$ cat src/imt_params.svh
`ifndef IMT_PARAMS_SVH
`define IMT_PARAMS_SVH

// ----------------------------------------------------------------------
// Timing and reset constants
// ----------------------------------------------------------------------
`define IMT_CLK_MHZ        100
`define IMT_BAUD_NS        5000
`define IMT_BAUD_CYCLES    ((`IMT_BAUD_NS * `IMT_CLK_MHZ) / 1000)
`define IMT_HOLD_NS        300
`define IMT_HOLD_CYCLES    (((`IMT_HOLD_NS * `IMT_CLK_MHZ) + 999) / 1000)
`define IMT_BITS_PER_BYTE  8
`define IMT_ACK_RESET      1'b0
`define IMT_BUF_RESET      8'h00

`endif

$ cat src/imt_pkg.sv
package imt_pkg;

    // ------------------------------------------------------------------
    // Transfer engine states
    // ------------------------------------------------------------------
    typedef enum logic [7:0] {
        IMT_IDLE    = 8'h01,
        IMT_START   = 8'h02,
        IMT_LOW     = 8'h04,
        IMT_HIGH    = 8'h08,
        IMT_PARK    = 8'h10,
        IMT_STOP    = 8'h20,
        IMT_RESTART = 8'h40,
        IMT_SETUP   = 8'h80
    } imt_state_type;

endpackage

$ cat src/imt_buf_if.sv
interface imt_buf_if;
    logic       in_valid;
    logic       in_ready;
    logic [7:0] in_data;
    logic       out_valid;
    logic       out_ready;
    logic [7:0] out_data;

    modport producer (output in_valid, output in_data, input in_ready,
                      input out_valid, input out_data, output out_ready);
    modport buffer   (input in_valid, input in_data, output in_ready,
                      output out_valid, output out_data, input out_ready);
endinterface

$ cat src/imt_master_tx.sv
`include "imt_params.svh"
module imt_master_tx
    import imt_pkg::*;
#(
    parameter int BAUD_CYCLES = `IMT_BAUD_CYCLES,
    parameter int HOLD_CYCLES = `IMT_HOLD_CYCLES
) (
    input  wire logic       mclk,
    input  wire logic       nrst,
    input  wire logic [7:0] tx_buffer_data,
    input  wire logic       tx_buffer_write,
    input  wire logic       start_request_bit,
    input  wire logic       stop_request_bit,
    input  wire logic       restart_request_bit,
    input  wire logic       int_flag_clear,
    input  wire logic       collision_clear,
    output logic            buffer_full_flag,
    output logic            ack_status_bit,
    output logic            serial_port_int_flag,
    output logic            write_collision_flag,
    output logic            busy,
    input  wire logic       scl_in,
    output logic            scl_out,
    output logic            scl_oe_n,
    input  wire logic       sda_in,
    output logic            sda_out,
    output logic            sda_oe_n
);

    // ------------------------------------------------------------------
    // Buffer between the write port and the shifter
    // ------------------------------------------------------------------
    imt_buf_if bufc ();

    imt_skid_buf #(
        .DEPTH (2)
    ) u_buf (
        .mclk (mclk),
        .nrst (nrst),
        .bus  (bufc.buffer)
    );

    imt_state_type state_reg, state_next;
    logic [15:0]   cnt_reg, cnt_next;
    logic [7:0]    shift_reg, shift_next;
    logic [3:0]    bit_reg, bit_next;
    logic          sda_rel_reg, sda_rel_next;
    logic          scl_rel_reg, scl_rel_next;
    logic          full_reg, full_next;
    logic          ack_reg, ack_next;
    logic          irq_reg, irq_next;
    logic          write_collision_flag_reg, write_collision_flag_next;
    logic          phase_reg, phase_next;
    logic          shifting;
    logic          tick;
    logic          accept;

    // A transfer is active from the take-over until the ninth clock ends.
    assign shifting = (state_reg == IMT_LOW) || (state_reg == IMT_HIGH)
                      || (state_reg == IMT_SETUP);
    assign tick     = (cnt_reg == 16'(BAUD_CYCLES - 1));

    // Writes are only offered to the buffer when no byte is shifting.
    assign bufc.in_valid  = tx_buffer_write && !shifting && !full_reg;
    assign bufc.in_data   = tx_buffer_data;
    assign accept         = bufc.out_valid && (state_reg == IMT_PARK);
    assign bufc.out_ready = accept;

    assign buffer_full_flag     = full_reg;
    assign ack_status_bit       = ack_reg;
    assign serial_port_int_flag = irq_reg;
    assign write_collision_flag = write_collision_flag_reg;
    assign busy                 = !(state_reg == IMT_IDLE
                                    || state_reg == IMT_PARK);
    // Open-drain pins only ever pull low; release means enable high.
    assign scl_out  = 1'b0;
    assign sda_out  = 1'b0;
    assign scl_oe_n = scl_rel_reg;
    assign sda_oe_n = sda_rel_reg;

    // ------------------------------------------------------------------
    // Bit engine next state
    // ------------------------------------------------------------------
    // The counter measures baud periods; its HOLD_CYCLES compare delays the
    // SDA change after each SCL fall so data never moves under SCL high.
    always_comb begin
        state_next   = state_reg;
        cnt_next     = tick ? 16'h0 : cnt_reg + 16'h1;
        shift_next   = shift_reg;
        bit_next     = bit_reg;
        sda_rel_next = sda_rel_reg;
        scl_rel_next = scl_rel_reg;
        phase_next   = phase_reg;
        full_next    = full_reg;
        ack_next     = ack_reg;
        irq_next     = irq_reg;
        write_collision_flag_next    = write_collision_flag_reg;
        // Sticky flags: a hardware set in the clear cycle still wins.
        if (int_flag_clear) begin
            irq_next = 1'b0;
        end
        if (collision_clear) begin
            write_collision_flag_next = 1'b0;
        end
        if (tx_buffer_write && (shifting || full_reg)) begin
            write_collision_flag_next = 1'b1;
        end
        if (bufc.in_valid && bufc.in_ready) begin
            full_next = 1'b1;
        end
        case (state_reg)
            IMT_IDLE: begin
                cnt_next     = 16'h0;
                scl_rel_next = 1'b1;
                sda_rel_next = 1'b1;
                if (start_request_bit) begin
                    state_next = IMT_START;
                end
            end
            IMT_START: begin
                // SDA falls with SCL high, then SCL falls a period later.
                sda_rel_next = 1'b0;
                if (tick) begin
                    scl_rel_next = 1'b0;
                    irq_next     = 1'b1;
                    state_next   = IMT_PARK;
                end
            end
            IMT_PARK: begin
                cnt_next     = 16'h0;
                scl_rel_next = 1'b0;
                if (accept) begin
                    shift_next = bufc.out_data;
                    bit_next   = 4'h0;
                    state_next = IMT_SETUP;
                end else if (stop_request_bit) begin
                    sda_rel_next = 1'b0;
                    phase_next   = 1'b0;
                    state_next   = IMT_STOP;
                end else if (restart_request_bit) begin
                    sda_rel_next = 1'b1;
                    phase_next   = 1'b0;
                    state_next   = IMT_RESTART;
                end
            end
            IMT_SETUP: begin
                // Data changes a hold time after the SCL fall.
                if (cnt_reg == 16'(HOLD_CYCLES)) begin
                    sda_rel_next = (bit_reg == 4'h8) ? 1'b1
                                   : shift_reg[7];
                end
                if (tick) begin
                    scl_rel_next = 1'b1;
                    state_next   = IMT_HIGH;
                end else begin
                    state_next = IMT_SETUP;
                end
            end
            IMT_HIGH: begin
                // Clock stretching: the period starts once SCL reads high.
                if (!scl_in) begin
                    cnt_next = 16'h0;
                end else if (tick) begin
                    scl_rel_next = 1'b0;
                    if (bit_reg == 4'h8) begin
                        ack_next   = sda_in;
                        irq_next   = 1'b1;
                        state_next = IMT_PARK;
                    end else begin
                        shift_next = {shift_reg[6:0], 1'b0};
                        bit_next   = bit_reg + 4'h1;
                        if (bit_reg == 4'(`IMT_BITS_PER_BYTE - 1)) begin
                            full_next = 1'b0;
                        end
                        state_next = IMT_SETUP;
                    end
                end
            end
            IMT_STOP: begin
                // SCL released, then SDA released while SCL is high.
                if (tick) begin
                    if (!phase_reg) begin
                        scl_rel_next = 1'b1;
                        phase_next   = 1'b1;
                    end else begin
                        sda_rel_next = 1'b1;
                        irq_next     = 1'b1;
                        state_next   = IMT_IDLE;
                    end
                end
            end
            IMT_RESTART: begin
                // SDA high, SCL high, then SDA falls: a repeated Start.
                if (tick) begin
                    if (!phase_reg) begin
                        scl_rel_next = 1'b1;
                        phase_next   = 1'b1;
                    end else begin
                        state_next = IMT_START;
                    end
                end
            end
            default: begin
                state_next = IMT_IDLE;
            end
        endcase
    end

    // ------------------------------------------------------------------
    // State registers
    // ------------------------------------------------------------------
    always_ff @(posedge mclk or negedge nrst) begin
        if (!nrst) begin
            state_reg   <= IMT_IDLE;
            cnt_reg     <= 16'h0;
            shift_reg   <= `IMT_BUF_RESET;
            bit_reg     <= 4'h0;
            sda_rel_reg <= 1'b1;
            scl_rel_reg <= 1'b1;
            phase_reg   <= 1'b0;
            full_reg    <= 1'b0;
            ack_reg     <= `IMT_ACK_RESET;
            irq_reg     <= 1'b0;
            write_collision_flag_reg    <= 1'b0;
        end else begin
            state_reg   <= state_next;
            cnt_reg     <= cnt_next;
            shift_reg   <= shift_next;
            bit_reg     <= bit_next;
            sda_rel_reg <= sda_rel_next;
            scl_rel_reg <= scl_rel_next;
            phase_reg   <= phase_next;
            full_reg    <= full_next;
            ack_reg     <= ack_next;
            irq_reg     <= irq_next;
            write_collision_flag_reg    <= write_collision_flag_next;
        end
    end
endmodule

$ cat src/imt_skid_buf.sv
// ----------------------------------------------------------------------
// Two-entry buffer between the software write port and the shifter
// ----------------------------------------------------------------------
module imt_skid_buf #(
    parameter int DEPTH = 2
) (
    input wire logic  mclk,
    input wire logic  nrst,
    imt_buf_if.buffer bus
);
    logic [7:0] mem_reg [DEPTH];
    logic [1:0] wr_reg, wr_next, rd_reg, rd_next;
    logic [1:0] cnt_reg, cnt_next;
    logic       push, pop;

    assign bus.in_ready  = (cnt_reg != 2'(DEPTH));
    assign bus.out_valid = (cnt_reg != 2'h0);
    assign bus.out_data  = mem_reg[rd_reg[0]];
    assign push          = bus.in_valid && bus.in_ready;
    assign pop           = bus.out_valid && bus.out_ready;

    // Pointer and occupancy update; full stalls the writer honestly.
    always_comb begin
        wr_next  = push ? wr_reg + 2'h1 : wr_reg;
        rd_next  = pop ? rd_reg + 2'h1 : rd_reg;
        cnt_next = cnt_reg + {1'b0, push} - {1'b0, pop};
    end

    always_ff @(posedge mclk or negedge nrst) begin
        if (!nrst) begin
            wr_reg  <= 2'h0;
            rd_reg  <= 2'h0;
            cnt_reg <= 2'h0;
        end else begin
            wr_reg  <= wr_next;
            rd_reg  <= rd_next;
            cnt_reg <= cnt_next;
        end
    end

    // Storage has no reset; only entries marked valid are ever read.
    always_ff @(posedge mclk) begin
        if (push) begin
            mem_reg[wr_reg[0]] <= bus.in_data;
        end
    end
endmodule

$ cat config.mk
export PLATFORM = sky130hd
export DESIGN_NAME = imt_master_tx
export DESIGN_NICKNAME = d
export VERILOG_FILES = /design/src/imt_pkg.sv /design/src/imt_buf_if.sv /design/src/imt_master_tx.sv /design/src/imt_skid_buf.sv
export VERILOG_INCLUDE_DIRS = /design/src
export SDC_FILE = /design/constraint.sdc
export NUM_CORES = 1
export LEC_CHECK = 0
export BUFFER_PORTS_ARGS = -buffer_cell sky130_fd_sc_hd__buf_4
export CORE_ASPECT_RATIO = 1.5
export CORE_MARGIN = 1
export CORE_UTILIZATION = 47
export DETAILED_ROUTE_END_ITERATION = 10
export GPL_ROUTABILITY_DRIVEN = 0
export PLACE_DENSITY = 0.65
export SLEW_MARGIN = 10
export SYNTH_ARGS = -nofsm -noshare
export SYNTH_HDL_FRONTEND = slang
export SYNTH_SLANG_ARGS = --single-unit
$ cat constraint.sdc
create_clock -name mclk -period 3.6 [get_ports mclk]
set_clock_uncertainty 0.15 [all_clocks]
set_input_delay 0.36 -clock mclk [delete_from_list [all_inputs] [get_ports mclk]]
set_output_delay 0.36 -clock mclk [all_outputs]
set_load 0.01 [all_outputs]
======== Yosys cells after proc, flatten, opt, wreduce, memory -nomap -nowiden ========
Memories as Yosys holds them, arrays and structs flattened.
Index checks and enable logic that the tools add are counted.
storage, ports and cells
  register bits ........................... 49
  memories ................................ 1
  output and inout bits ................... 9
  logic and storage cells ................. 141
  bits in writable memories ............... 16
cells by class
  reduce and logical (&&, ||, !) cells .... 27
  $add $sub $neg .......................... 6
  equal/unequal tests ..................... 30
  multiplexer cells ....................... 63
memories
  name           words  width  rd ports  clocked after memory_dff  wr ports  RTL line            text
  u_buf.mem_reg  2      8      1         0                         1         imt_skid_buf.sv:11  logic [7:0] mem_reg [DEPTH];
operator list
  kind                                                              count
  8-bit 2-to-1 mux                                                  17
  8-bit case mux with 7 select lines                                1
  1-bit 2-to-1 mux                                                  32
  16-bit 2-to-1 mux                                                 2
  16-bit case mux with 2 select lines                               1
  2-bit inequality test, second input constant                      13
  16-bit by 1-bit adder with 16-bit output, second input constant   1
  16-bit by 5-bit == test with 1-bit output, second input constant  1
  16-bit by 9-bit == test with 1-bit output, second input constant  1
  4-bit 2-to-1 mux                                                  4
  8-bit case mux with 2 select lines                                1
  5-bit AND reduction                                               2
  9-bit AND reduction                                               1
  8-bit by 1-bit == test with 1-bit output, second input constant   1
  8-bit by 2-bit == test with 1-bit output, second input constant   1
  8-bit by 3-bit == test with 1-bit output, second input constant   1
  8-bit by 4-bit == test with 1-bit output, second input constant   1
  8-bit by 5-bit == test with 1-bit output, second input constant   1
  8-bit by 6-bit == test with 1-bit output, second input constant   1
  8-bit by 7-bit == test with 1-bit output, second input constant   1
  8-bit == test, second input constant                              1
  4-bit case mux with 2 select lines                                1
  4-bit AND reduction                                               2
  2-bit nonzero test                                                4
  20 further kinds                                                  34

======== Logic depth before layout (Yosys ltp) ========
  word-level depth ........................ 13
  gate-level depth with buffers ........... 11

======== By module ========
Synthesis repeated with hierarchy kept, for this count alone.
second synthesis, totals
  cell total of the unflattened synthesis .. 323
  area, all modules ....................... 3440.8 um2
by module, submodules not included
  module         area each (um2)  cells an instance  times used  sequential area each (um2)
  imt_master_tx  2666.3           281                1           1054.8
  imt_skid_buf   774.5            42                 1           580.6

======== Worst setup path before layout ========
OpenSTA, ideal clock, no wires.
  path kind ............................... reg2reg
  start point ............................. register cnt_reg[13]
  end point ............................... register sda_rel_reg (netlist: sda_oe_n)
  arrival ................................. 2.748 ns
  stages on the path, launching flop included .. 8
  setup time .............................. 0.082 ns
  buffers on the path ..................... 1
  slack ................................... 0.620 ns
  cells stage by stage .................... dfrtp_1 -> or4_4 -> nor4_4 -> a31oi_2 -> or4_4 -> buf_6 -> a2111o_1 -> mux2_4
between the ends
  word-level cells in the longest chain between the ends .. 3
  elaborated cells on any way between the ends .. 5
ends and longest elaborated chain
  item                                                                                                               RTL line                                   text
  start: declaration                                                                                                 imt_master_tx.sv:44                        logic [15:0] cnt_reg, cnt_next;
  start signal: assignment                                                                                           imt_master_tx.sv:227                       cnt_reg <= cnt_next;
  16-bit by 5-bit == test with 1-bit output / 16-bit by 9-bit == test with 1-bit output (equally long branches)      imt_master_tx.sv:148, imt_master_tx.sv:61
  2-bit by 1-bit inequality test with 1-bit output (no source line) / 2-bit inequality test (equally long branches)  --
  6-bit AND reduction (no source line) *                                                                             --
  end signal: assignment                                                                                             imt_master_tx.sv:230                       sda_rel_reg <= sda_rel_next;
  end: declaration                                                                                                   imt_master_tx.sv:47                        logic sda_rel_reg, sda_rel_next;
Every way passes the cells marked *; elsewhere a longest branch is shown, timed or not.
A chain may end at the register's enable or synchronous reset.

======== Worst setup path in the final report ========
  start point ............................. register cnt_reg[12]
  end point ............................... register sda_rel_reg (netlist: sda_oe_n)
The elaborated chain is that of the path after synthesis.

==> impl_metrics.env <==
export IMPL_path_cells="or4_4 -> nor4_4 -> a31oi_2 -> or4_4 -> a2111o_1 -> mux2_4"
export IMPL_cts_root_buf="clkbuf_8"
export IMPL_synth_warnings=0
export IMPL_ys_ff_latch=62
export IMPL_hold_depth=1
export IMPL_crit_family="simple AND/OR/NAND/NOR gates"
export IMPL_htree_levels=3
export IMPL_drt_total_wl_mm=6.42
export IMPL_syn2layout_area_growth_pct=14.7
export IMPL_synthFlopType="dfrtp_1"
export IMPL_routed_via_density=5.65
export IMPL_die_w_um=69.2
export IMPL_cp_start_kind="flip-flop"
export IMPL_hold_start="tx_buffer_data[4]"
export IMPL_critPathRequiredTime_ns=3.72
export IMPL_yosys_top_cells_area="dfrtp_1 34%, edfxtp_1 15%, nor2_1 5.5%, xnor2_1 3.6%, xor2_1 3.0%"
export IMPL_p_per_area_nw_per_um2=652
export IMPL_synth_seq_area_share=0.514
export IMPL_clockBufferDepth=2
export IMPL_io_pins=27
export IMPL_fmax_ghz=0.325
export IMPL_first_pass_iters=4
export IMPL_fillerInstances=582
export IMPL_yosysMostFrequentCell="nor2_1"
export IMPL_crit_path_frequent_cell="or4_4"
export IMPL_hp_class="input port to flip-flop"
export IMPL_whs_endpoint="u_buf.mem_reg[0][4]$_DFFE_PP_"
export IMPL_clk_pin_slew_ns=0.07
export IMPL_drv_cap=0
export IMPL_antenna_found_initial=0
export IMPL_setup_tns_ns=0
export IMPL_worst_path_buf_inv=0
export IMPL_min_period_ns=3.08
export IMPL_worst_r2r_startpoint="cnt_reg[12]$_DFF_PN0_"
export IMPL_fp_row_count=36
export IMPL_synth_edf_count=16
export IMPL_r2r_cells=6
export IMPL_tightest_slew_ns=0.623
export IMPL_p_leak_nw=1.53
export IMPL_r2r_end="sda_oe_n$_DFFE_PN1P_"
export IMPL_clock_latency_ns=0.34
export IMPL_globalRoute_totalOverflow=0
export IMPL_drt_iter0_drc=136
export IMPL_avgSynthCellArea_um2=10.2
export IMPL_synth_top_area_share=0.338
export IMPL_rsz0062_at_grt="false"
export IMPL_critPathSlowestCell="or4_4"
export IMPL_fin_crit_sh=0.855
export IMPL_synth_cell_types=55
export IMPL_cts_tree="yes"
export IMPL_criticalPathCategory="flip-flop to flip-flop"
export IMPL_report_final_hold_viol_count=0
export IMPL_cts_hold_repair_buffers=1
export IMPL_synth_top_cells_by_count="47 x nor2_1, 43 x dfrtp_1, 19 x nand2_1, 16 x edfxtp_1"
export IMPL_die_height_um=103
export IMPL_drc=0
export IMPL_antenna_cells=0
export IMPL_critPathMaxFanout=8
export IMPL_cts_resized=0
export IMPL_synthesis_area_um2=3180
export IMPL_slew_limit_headroom=0.579
export IMPL_place_area_um2=3430
export IMPL_die_area_um2=7110
export IMPL_start_util=0.487
export IMPL_clkSinkCount=62
export IMPL_ir_drop_mv=0.444
export IMPL_core_area_um2=6530
export IMPL_syn_inst=311
export IMPL_critPathArrivalTime_ns=3.20
export IMPL_postCtsSetupBuffers=0
export IMPL_slowest_delay_ns=0.60
export IMPL_hpwl_mm=4.56
export IMPL_vias=2375
export IMPL_r2r_slack_ns=0.52
export IMPL_status="completed"
export IMPL_slew_viol_final=0
export IMPL_nNetsFinal=363
export IMPL_end_kind="flip-flop"
export IMPL_async_flop_share=0.742
export IMPL_synth_top_cell_by_area="dfrtp_1"
export IMPL_cts_buffers=9
export IMPL_port_buffers=24
export IMPL_grt_pass1_wl_mm=10.7
export IMPL_final_area_um2=3650
export IMPL_grt_max_degree=47
export IMPL_routedWlPerCell_um=15.3
export IMPL_setup_viol=0
export IMPL_ant_nets=0
export IMPL_drive_gt1_frac=0.163
export IMPL_grt_pass1_vias=2339
export IMPL_grtUsageTotal=0.199
metrics by stage:
| stage | instances | utilization | setup WS, ns | hold slack, ns | total power (W) |
|---|---|---|---|---|---|
| 5_1_grt | 420 | 0.559 | 0.440 | 0.0226 | 0.00254 |
| 4_1_cts | 420 | 0.559 | 0.523 | 0.0230 | 0.00241 |
| 2_1_floorplan | 312 | - | 0.620 | -0.0856 | 0.00156 |
| 3_3_place_gp | 403 | 0.526 | 0.608 | 0.247 | 0.00173 |
| 6_report | 420 | 0.559 | 0.521 | 0.0484 | 0.00238 |
| 3_5_place_dp | 403 | 0.526 | 0.535 | 0.253 | 0.00175 |
worst register-to-register path, stage by stage (launching register included):
cell and delay, ns:
dfrtp_1 0.44, or4_4 0.55, nor4_4 0.33, a31oi_2 0.20, or4_4 0.60, a2111o_1 0.45, mux2_4 0.30
cells in the final DEF, fill, tap and decap left out, types with 11 or more instances in the layout:
master | netlist | routed
nand3_1 | 12 | 12
edfxtp_1 | 16 | 16
nand2_1 | 19 | 19
nor2_1 | 47 | 47
buf_4 | 2 | 30
xnor2_1 | 13 | 13
inv_1 | 14 | 14
dfrtp_1 | 43 | 43
o21ai_0 | 14 | 14
xor2_1 | 11 | 11
per-layer routing:
| metal | vias to the layer above | GRT usage | part of all wire |
|---|---|---|---|
| met4 | 0 | 0.140 | 0.051 |
| met1 | 1124 | 0.217 | 0.41 |
| li1 | 1165 | - | - |
| met2 | 59 | 0.334 | 0.50 |
| met5 | - | 0 | 0 |
| met3 | 27 | 0.0616 | 0.040 |
final cells by class:
cell class | instances | area [µm²] | area share
clock buffer | 11 | 131 | 0.0360
clock inverter | 5 | 73.8 | 0.0202
inverter | 15 | 56.3 | 0.0154
multi-input combinational | 220 | 1420 | 0.390
sequential | 62 | 1640 | 0.448
tap | 76 | 95.1 | 0.0261
timing repair buffer | 31 | 235 | 0.0644
kinds of logic (layout without fill, tap and decap cells):
family	Yosys count	count (layout)	synth area share
compound gates	56	56	0.127
other cells	1	2	0.00118
simple gates	122	122	0.195
fa+ha+maj	6	6	0.0236
flops	62	62	0.514
mux	10	10	0.0334
xor+xnor	24	24	0.0661
buf+inv	30	62	0.0401
how the worst max path moves through the flow:
stage	slack, ns	to	startpoint	cells after the start
finish	0.52	sda_oe_n$_DFFE_PN1P_	cnt_reg[12]$_DFF_PN0_	6
floorplan	0.62	sda_oe_n$_DFFE_PN1P_	cnt_reg[13]$_DFF_PN0_	7
detailed placement	0.54	sda_oe_n$_DFFE_PN1P_	cnt_reg[13]$_DFF_PN0_	6
global route	0.44	sda_oe_n$_DFFE_PN1P_	cnt_reg[13]$_DFF_PN0_	6
global placement	0.61	sda_oe_n$_DFFE_PN1P_	cnt_reg[13]$_DFF_PN0_	6
CTS	0.52	sda_oe_n$_DFFE_PN1P_	cnt_reg[13]$_DFF_PN0_	6
power by group:
part | internal, W | switching [W]
clock network | 0.000385 | 0.000258
registers | 0.000860 | 0.000158
logic | 0.000332 | 0.000385
total | 0.00158 | 0.000802
Note: power is estimated with default switching activity, not from simulation.
